## config.mk

```make
export PLATFORM = sky130hd
export DESIGN_NAME = dtx_top
export DESIGN_NICKNAME = d
export VERILOG_FILES = /design/src/verilog/dtx_chan.v /design/src/verilog/dtx_top.v
export VERILOG_INCLUDE_DIRS = /design/src /design/src/include
export SDC_FILE = /design/constraint.sdc
export NUM_CORES = 1
export LEC_CHECK = 0
export ABC_AREA = 0
export BUFFER_PORTS_ARGS = -buffer_cell sky130_fd_sc_hd__buf_2
export CORE_MARGIN = 2
export CORE_UTILIZATION = 55
export CTS_CLUSTER_SIZE = 12
export DETAILED_ROUTE_END_ITERATION = 8
export PLACE_DENSITY = 0.92
export SKIP_CTS_REPAIR_TIMING = 1
export SLEW_MARGIN = 15
export SYNTH_ARGS = -nofsm -noshare
export SYNTH_HDL_FRONTEND = slang
export SYNTH_SLANG_ARGS = --single-unit
```

## constraint.sdc

```tcl
create_clock -name clk_in -period 3.1 [get_ports clk_in]
set_input_delay 0.775 -clock clk_in [delete_from_list [all_inputs] [get_ports clk_in]]
set_output_delay 0.775 -clock clk_in [all_outputs]
set_load 0.02 [all_outputs]
```

## src/include/dtx_regs.vh

```
// Register addresses, bit positions and reset values of the timer control block
`ifndef DTX_REGS_VH
`define DTX_REGS_VH

// ==========================================================
// Register addresses
`define DTX_ADDR_W        8
`define DTX_ADDR_RUNFLAGS 8'h88
`define DTX_ADDR_MODESEL  8'h89

// ==========================================================
// Run and flag register bits
`define DTX_BIT_OVF1      7
`define DTX_BIT_RUN1      6
`define DTX_BIT_OVF0      5
`define DTX_BIT_RUN0      4
`define DTX_BIT_DET1      3
`define DTX_BIT_TYPE1     2
`define DTX_BIT_DET0      1
`define DTX_BIT_TYPE0     0

// ==========================================================
// Mode register field positions within one nibble
`define DTX_MODE_GATE     3
`define DTX_MODE_CT       2
`define DTX_MODE_SELHI    1
`define DTX_MODE_SELLO    0
`define DTX_NIB_ONE       4
`define DTX_NIB_ZERO      0

// ==========================================================
// Reset values and unmapped answer
`define DTX_RST_RUNFLAGS  8'h00
`define DTX_RST_MODESEL   8'h00
`define DTX_UNMAPPED      8'hff

`endif

```

## src/verilog/dtx_chan.v

```verilog
// One channel: pin synchronisers, edge detection and count enable
`timescale 1ns/10ps
`include "dtx_regs.vh"

module dtx_chan (
    // Clock and reset
    input  wire       clk_in,
    input  wire       rst_in,
    // Raw pins
    input  wire       irq_pin_in,
    input  wire       cnt_pin_in,
    // Controls
    input  wire       run_in,
    input  wire [3:0] mode_in,
    // Results
    output reg        irq_fall_out,
    output reg        irq_low_out,
    output reg        count_en_out
);

    // ==========================================================
    // Synchronisers: first stage read only by second stage
    reg irq_s1;
    reg irq_s2;
    reg irq_s3;
    reg cnt_s1;
    reg cnt_s2;
    reg cnt_s3;
    wire gate_ok;
    wire tick;

    always @(posedge clk_in) begin
        if (rst_in) begin
            irq_s1 <= 1'b1;
            irq_s2 <= 1'b1;
            irq_s3 <= 1'b1;
            cnt_s1 <= 1'b1;
            cnt_s2 <= 1'b1;
            cnt_s3 <= 1'b1;
        end else begin
            irq_s1 <= irq_pin_in;
            irq_s2 <= irq_s1;
            irq_s3 <= irq_s2;
            cnt_s1 <= cnt_pin_in;
            cnt_s2 <= cnt_s1;
            cnt_s3 <= cnt_s2;
        end
    end

    // Gate passes only while pin high when gating set
    assign gate_ok = ~mode_in[`DTX_MODE_GATE] | irq_s2;
    // Internal clock or falling edge on count pin
    assign tick = mode_in[`DTX_MODE_CT] ? (cnt_s3 & ~cnt_s2) : 1'b1;

    // ==========================================================
    // Registered outputs
    always @(posedge clk_in) begin
        if (rst_in) begin
            irq_fall_out <= 1'b0;
            irq_low_out  <= 1'b0;
            count_en_out <= 1'b0;
        end else begin
            irq_fall_out <= irq_s3 & ~irq_s2;
            irq_low_out  <= ~irq_s2;
            count_en_out <= run_in & gate_ok & tick;
        end
    end

endmodule

```

## src/verilog/dtx_top.v

```verilog
// Timer run control, overflow and external interrupt flag logic
`timescale 1ns/10ps
`include "dtx_regs.vh"
// Summary of operation
// - Timer one overflow sets bit 7; ack/software clear
// - Timer zero overflow sets bit 5; ack/software clear
// - Bit 6 starts and stops timer one
// - Bit 4 starts and stops timer zero
// - Ext one flag bit 3, edge or level
// - Ext zero flag bit 1, edge or level
// - Bit 2 picks ext one trigger type
// - Bit 0 picks ext zero trigger type
// - Gating: each timer needs its ext pin high
// - Select bit: internal clock or count pin
// - Bits 5,4 are timer one mode

module dtx_top (
    // Clock and reset
    input  wire       clk_in,
    input  wire       rst_in,
    // Register port
    input  wire [7:0] addr_in,
    input  wire [7:0] wdata_in,
    input  wire       wr_in,
    input  wire       rd_in,
    output reg  [7:0] rdata_out,
    // Pins
    input  wire       ext_irq_one_pin_in,
    input  wire       ext_irq_zero_pin_in,
    input  wire       count_pin_one_in,
    input  wire       count_pin_zero_in,
    // Counting datapath events
    input  wire       overflow_one_in,
    input  wire       overflow_zero_in,
    input  wire       isr_ack_timer_one_in,
    input  wire       isr_ack_timer_zero_in,
    input  wire       isr_ack_ext_one_in,
    input  wire       isr_ack_ext_zero_in,
    // Status and controls
    output reg        count_en_one_out,
    output reg        count_en_zero_out,
    output reg  [1:0] mode_one_out,
    output reg  [1:0] mode_zero_out,
    output reg        overflow_flag_timer_one_out,
    output reg        overflow_flag_timer_zero_out,
    output reg        detect_flag_ext_one_out,
    output reg        detect_flag_ext_zero_out
);

    // ==========================================================
    // Register state
    reg  [7:0] timer_run_and_irq_flags;
    reg  [7:0] timer_mode_select;
    reg  [7:0] next_flags;
    wire       wr_flags;
    wire       wr_mode;
    wire       fall_one;
    wire       fall_zero;
    wire       low_one;
    wire       low_zero;
    wire       en_one;
    wire       en_zero;

    assign wr_flags = wr_in & (addr_in == `DTX_ADDR_RUNFLAGS);
    assign wr_mode  = wr_in & (addr_in == `DTX_ADDR_MODESEL);

    // Sticky flag update: hardware set beats any clear
    function flag_next;
        input cur;
        input sw_wr;
        input sw_val;
        input hw_clr;
        input hw_set;
        begin
            if (hw_set)
                flag_next = 1'b1;
            else if (sw_wr)
                flag_next = sw_val;
            else if (hw_clr)
                flag_next = 1'b0;
            else
                flag_next = cur;
        end
    endfunction

    // External flag: level mode follows pin, edge mode is sticky
    function ext_next;
        input cur;
        input type_edge;
        input sw_wr;
        input sw_val;
        input ack;
        input fall;
        input low;
        begin
            if (!type_edge)
                ext_next = low;
            else
                ext_next = flag_next(cur, sw_wr, sw_val, ack, fall);
        end
    endfunction

    // ==========================================================
    // Channel instances
    dtx_chan u_one (
        .clk_in       (clk_in),
        .rst_in       (rst_in),
        .irq_pin_in   (ext_irq_one_pin_in),
        .cnt_pin_in   (count_pin_one_in),
        .run_in       (timer_run_and_irq_flags[`DTX_BIT_RUN1]),
        .mode_in      (timer_mode_select[`DTX_NIB_ONE+3:`DTX_NIB_ONE]),
        .irq_fall_out (fall_one),
        .irq_low_out  (low_one),
        .count_en_out (en_one)
    );

    dtx_chan u_zero (
        .clk_in       (clk_in),
        .rst_in       (rst_in),
        .irq_pin_in   (ext_irq_zero_pin_in),
        .cnt_pin_in   (count_pin_zero_in),
        .run_in       (timer_run_and_irq_flags[`DTX_BIT_RUN0]),
        .mode_in      (timer_mode_select[`DTX_NIB_ZERO+3:`DTX_NIB_ZERO]),
        .irq_fall_out (fall_zero),
        .irq_low_out  (low_zero),
        .count_en_out (en_zero)
    );

    // ==========================================================
    // Next value of the run and flag register
    always @* begin
        next_flags = timer_run_and_irq_flags;
        next_flags[`DTX_BIT_OVF1] = flag_next(timer_run_and_irq_flags[`DTX_BIT_OVF1],
            wr_flags, wdata_in[`DTX_BIT_OVF1], isr_ack_timer_one_in,
            overflow_one_in);
        next_flags[`DTX_BIT_OVF0] = flag_next(timer_run_and_irq_flags[`DTX_BIT_OVF0],
            wr_flags, wdata_in[`DTX_BIT_OVF0], isr_ack_timer_zero_in,
            overflow_zero_in);
        // Type bit one selects falling edge
        next_flags[`DTX_BIT_DET1] = ext_next(timer_run_and_irq_flags[`DTX_BIT_DET1],
            timer_run_and_irq_flags[`DTX_BIT_TYPE1], wr_flags,
            wdata_in[`DTX_BIT_DET1], isr_ack_ext_one_in, fall_one, low_one);
        next_flags[`DTX_BIT_DET0] = ext_next(timer_run_and_irq_flags[`DTX_BIT_DET0],
            timer_run_and_irq_flags[`DTX_BIT_TYPE0], wr_flags,
            wdata_in[`DTX_BIT_DET0], isr_ack_ext_zero_in, fall_zero, low_zero);
        if (wr_flags) begin
            next_flags[`DTX_BIT_RUN1]  = wdata_in[`DTX_BIT_RUN1];
            next_flags[`DTX_BIT_RUN0]  = wdata_in[`DTX_BIT_RUN0];
            next_flags[`DTX_BIT_TYPE1] = wdata_in[`DTX_BIT_TYPE1];
            next_flags[`DTX_BIT_TYPE0] = wdata_in[`DTX_BIT_TYPE0];
        end
    end

    // ==========================================================
    // Registers
    always @(posedge clk_in) begin
        if (rst_in) begin
            timer_run_and_irq_flags <= `DTX_RST_RUNFLAGS;
            timer_mode_select       <= `DTX_RST_MODESEL;
        end else begin
            timer_run_and_irq_flags <= next_flags;
            if (wr_mode)
                timer_mode_select <= wdata_in;
        end
    end

    // ==========================================================
    // Read port: data valid the cycle after the strobe only
    always @(posedge clk_in) begin
        if (rst_in) begin
            rdata_out <= 8'h00;
        end else if (rd_in) begin
            case (addr_in)
                `DTX_ADDR_RUNFLAGS: rdata_out <= timer_run_and_irq_flags;
                `DTX_ADDR_MODESEL:  rdata_out <= timer_mode_select;
                default:            rdata_out <= `DTX_UNMAPPED;
            endcase
        end else begin
            rdata_out <= 8'h00;
        end
    end

    // ==========================================================
    // Registered outputs toward the counting datapath
    always @(posedge clk_in) begin
        if (rst_in) begin
            count_en_one_out             <= 1'b0;
            count_en_zero_out            <= 1'b0;
            mode_one_out                 <= 2'h0;
            mode_zero_out                <= 2'h0;
            overflow_flag_timer_one_out  <= 1'b0;
            overflow_flag_timer_zero_out <= 1'b0;
            detect_flag_ext_one_out      <= 1'b0;
            detect_flag_ext_zero_out     <= 1'b0;
        end else begin
            count_en_one_out  <= en_one;
            count_en_zero_out <= en_zero;
            mode_one_out      <= {timer_mode_select[`DTX_NIB_ONE+`DTX_MODE_SELHI],
                                  timer_mode_select[`DTX_NIB_ONE+`DTX_MODE_SELLO]};
            mode_zero_out     <= {timer_mode_select[`DTX_NIB_ZERO+`DTX_MODE_SELHI],
                                  timer_mode_select[`DTX_NIB_ZERO+`DTX_MODE_SELLO]};
            overflow_flag_timer_one_out  <= timer_run_and_irq_flags[`DTX_BIT_OVF1];
            overflow_flag_timer_zero_out <= timer_run_and_irq_flags[`DTX_BIT_OVF0];
            detect_flag_ext_one_out      <= timer_run_and_irq_flags[`DTX_BIT_DET1];
            detect_flag_ext_zero_out     <= timer_run_and_irq_flags[`DTX_BIT_DET0];
        end
    end

endmodule

```

After elaboration in Yosys (flattened, before gate mapping)

Index checks and enable logic that the tools add are counted.

Bitwise gates (word level): 19
Reduce and logical (&&, ||, !) cells: 3
Equality and inequality tests: 4
Mux-type cells: 17

Operators by type and width:

| cell                                                                    | count |
|---|---|
| 8-bit == test, second input constant                                    | 2 |
| 1-bit 2-to-1 mux                                                        | 16 |
| 8-bit case mux with 2 select lines                                      | 1 |
| 1-bit AND                                                               | 10 |
| 4-bit by 2-bit inequality test with 1-bit output, second input constant | 2 |
| 1-bit inverter                                                          | 7 |
| 3-bit nonzero test                                                      | 2 |
| 1-bit bitwise OR                                                        | 2 |
| 2-bit OR reduction                                                      | 1 |

Bits in registers: 52
Input port bits: 30
Word-level logic and storage cells: 76

Depth between registers and ports, before layout

Word-level depth: 5
Gate-level depth with buffers: 4
Mapped depth without buffers: 3

By module

From an unflattened synthesis, not the netlist that was laid out.

Cell total of the unflattened synthesis: 162
Area, all modules: 1,808.0 µm²

By module, submodules not included:

| module   | cells each | area an instance (µm²) | instances |
|---|---|---|---|
| dtx_top  | 120        | 1,255.0                | 1 |
| dtx_chan | 21         | 276.5                  | 2 |

Worst setup path before layout

No wires, ideal clock.

Kind: input to register
From: input addr_in[5]
To: register timer_run_and_irq_flags[1]
Path buffers: 0
Slack: 1.319 ns
Arrival: 1.710 ns
Stages on the path: 3
Library setup time: 0.072 ns
Path through: or4b_4 nor3_4 mux2i_1

Word-level cells in the longest chain between the ends: 5
Elaborated cells between the ends (all ways): 6
Those cells by class: 2 x eq/ne; 3 x mux; 1 x bitwise

RTL lines:

| what                 | line          | source |
|---|---|---|
| start, declared      | dtx_top.v:22  | `input wire [7:0] addr_in,` |
| 8-bit == test (*)    | n/a           |  |
| 1-bit AND (*)        | dtx_top.v:64  | `` assign wr_flags = wr_in & (addr_in == `DTX_ADDR_RUNFLAGS); `` |
| 1-bit 2-to-1 mux     | dtx_top.v:77  | `else if (sw_wr)` |
| 1-bit 2-to-1 mux     | dtx_top.v:75  | `if (hw_set)` |
| 1-bit 2-to-1 mux     | dtx_top.v:96  | `if (!type_edge)` |
| end signal, assigned | dtx_top.v:158 | `` timer_run_and_irq_flags <= `DTX_RST_RUNFLAGS; `` |
| end signal, assigned | dtx_top.v:161 | `timer_run_and_irq_flags <= next_flags;` |
| end, declared        | dtx_top.v:52  | `reg [7:0] timer_run_and_irq_flags;` |

Every way passes the cells marked *; elsewhere a longest branch is shown, timed or not.
A chain may end at the register's enable or synchronous reset.

Worst setup path after layout

From: register rdata_out[2]
To: output rdata_out[2]

RTL lines:

| what                   | line          | source |
|---|---|---|
| start, declared        | dtx_top.v:26  | `output reg [7:0] rdata_out,` |
| start signal, assigned | dtx_top.v:174 | `` `DTX_ADDR_RUNFLAGS: rdata_out <= timer_run_and_irq_flags; `` |
| start signal, assigned | dtx_top.v:175 | `` `DTX_ADDR_MODESEL: rdata_out <= timer_mode_select; `` |
| start signal, assigned | dtx_top.v:176 | `` default: rdata_out <= `DTX_UNMAPPED; `` |

No word-level cell between the ends.

==> results by group <==
STA
  – Max Clk Rate: 606 MHz
  – Hold Fails Final Rpt: 0
  – Worst rel slew slack: 0.610
  – Clk_skew: 0.0169 ns
  – Unrepaired setup endpoints after global routing: false
  – Post-route setup TNS: 0 ns
  – Period utilization: 0.532
  – Max-slew violation count: 0
  – Setup violations, final: 0
  – Worst Max-Slew Pin Slew: 0.586 ns
  – Fin crit period: 1.65 ns

Global route
  – Pin count of the biggest net entering global routing: 44
  – Grt total ovfl: 0
  – First-pass GRT wire length: 5200 microns
  – Number of global-route vias before repair: 1176
  – Global Route Usage Sum: 0.190
  – Initial antenna violation count: 0

Synth
  – Synth unique cells: 26
  – Mapped Cells: ~170
  – Syn nets: 197
  – Post-synthesis xor/xnor area fraction: 0
  – Yosys warns: 0
  – Synthesized area per cell: roughly 11 sq um
  – Flops & latches, synth: 52
  – Post-Synth Adder-Cell Area: 0
  – Mapped Area: 1850 sq um
  – Post-Synth Simple-Gate Area: 0.221
  – Multiplexer share of the synthesized area: 0.109
  – Main synth FF type: dfxtp_1
  – Async SR Flop Fraction: 0
  – Share of the yosys chip area belonging to registers: 0.561
  – Main combinational cell family by area after synthesis: simple AND/OR/NAND/NOR gates
  – Complex-gate fraction of the synthesized area: 0.0810
  – Post-synth EDFFs: 0

CTS
  – TritonCTS clock tree: built
  – Root Driver: clkbuf_4
  – CTS HTree Levels: 2
  – CTS Sinks: 52
  – CTS Buf Count: 5
  – Worst skew pair latency: 0.38 ns
  – Clock slew seen by the registers of the worst setup and hold paths: 0.13 ns
  – Max Buffers Root-to-Sink: 2

Floorplanning
  – Site Rows: 21
  – Starting density of the core: 0.565
  – Die Area: 3850 sq um
  – Die width: between 60 and 70 microns
  – Ports: 48
  – Core box area: approximately 3300 sq um
  – Die height: 62.1 microns

Routing
  – WL/cell: 12.7 microns
  – DRC viols: 0
  – Antenna-violating nets left: 0
  – Final wirelength: 3330 microns
  – Pre-Repair DR Iteration Count: 4
  – Avg Vias per Cell: 4.96
  – Initial DRC count: 42
  – Via Count: about 1300

Setup path
  – CP top delay family: flip-flops
  – Crit-path cells: buf_2
  – Crit end category: output pin
  – Kind of critical path: reg2out
  – Startpoint Class: flop
  – Required time worst endpoint: 2.32 ns
  – CP peak stage delay: 0.35 ns
  – WP buf/inv: 1
  – Critical path peak fanout: 1
  – Crit path max-delay cell type: dfxtp_1
  – CP arrival: 0.88 ns

Run status
  – Status: completed

Finish
  – Filler Cell Count: about 260
  – FF+latch area: ~1000 sq um
  – Final #Nets: 245
  – Antenna cells: 0
  – Syn-to-layout area delta: 17.7%
  – Multi-input gate area: 763 sq um
  – Commonest non-fill, non-tap cells in the layout: dfxtp_1 (52), buf_2 (47), nand2b_1 (19)
  – Share of cells above drive strength 1: 0.343
  – Commonest non-fill, non-tap cell in the layout: dfxtp_1
  – Final Util: 0.664

Place
  – I/O Buffers: 47
  – Placer Congestion: 0.871
  – DP HPWL: 2380 microns

Pwr
  – VDD IR max: 338 uV
  – Leakage: 0.999 nW
  – Power per Cell Area: around 490 nW/um^2

Run
  – Max cap viols: 0

Min path
  – Worst min-delay path class: reg2reg
[cell usage after synthesis (2+ instances only)]
cell type | number | area [sq um]
a21oi_1 | 10 | 50.1
a221oi_1 | 4 | 35.0
and2_1 | 2 | 12.5
clkbuf_1 | 4 | 15.0
dfxtp_1 | 52 | 1040
inv_1 | 7 | 26.3
mux2_2 | 2 | 22.5
mux2i_1 | 18 | 180
nand2b_1 | 19 | 119
nor2_1 | 2 | 7.51
nor2b_1 | 14 | 87.6
nor3_1 | 2 | 10.0
o21ai_0 | 6 | 30.0
o21ba_2 | 2 | 20.0
o31ai_1 | 2 | 15.0
or2_2 | 11 | 68.8
[cell families (layout without fill, tap and decap cells)]
logic type / Yosys count / after routing
buffers and inverters: 13 / 62
DFF: 52 / 52
muxes: 20 / 20
and+or+nand+nor: 58 / 58
AOI/OAI and AO/OA: 24 / 24
[where the power goes]
group          internal [mW]  total, mW  switching, mW
clock                  0.112      0.306          0.194
sequential             0.685      0.690        0.00506
combinational         0.0378     0.0819         0.0441
[routing by layer]
metal | global-route usage | routed length, microns | up-vias
li1 | - | - | 658
met1 | 0.225 | 1450 | 601
met2 | 0.310 | 1630 | 35
met3 | 0.0745 | 195 | 5
met5 | 0 | 0 | -
met4 | 0.0760 | 53 | 0
[worst paths after layout]
kind                      start             endpoint  slack (ns)  depth (start not counted)
hold reg to reg   u_zero.cnt_s1        u_zero.cnt_s2        0.42                          1
setup / recovery   rdata_out[2]         rdata_out[2]        1.45                          1
hold / removal    u_zero.cnt_s1        u_zero.cnt_s2        0.42                          1
setup reg to reg  u_zero.cnt_s2  u_zero.count_en_out        2.24                          2
[layout make-up]
| class | count | area share |
|---|---|---|
| flip-flops and latches | 52 | 0.477 |
| multi-input cells | 102 | 0.350 |
| repair buffers | 47 | 0.108 |
| clock buffers | 8 | 0.0269 |
| well taps | 46 | 0.0264 |
| inverters | 7 | 0.0120 |
[registers in the layout, summed over array words and instances, names as in the netlist, 2 cells and up]
name                     cells
timer_run_and_irq_flags      8
mode_one_out                 2
rdata_out                    8
mode_zero_out                2
timer_mode_select            8
[stage by stage]
stage | hold slack (ns) | area, sq um | setup WS [ns] | instances | power [mW]
2_1_floorplan | 0.389 | 1850 | 1.32 | 167 | 0.751
3_3_place_gp | 0.392 | 2120 | 1.08 | 254 | 0.785
3_5_place_dp | 0.396 | 2120 | 1.05 | 254 | 0.787
4_1_cts | 0.427 | 2180 | 1.43 | 262 | 1.08
5_1_grt | 0.439 | 2180 | 1.29 | 262 | 1.13
6_report | 0.424 | 2180 | 1.45 | 262 | 1.08
Power figures use the tool's default switching activity.
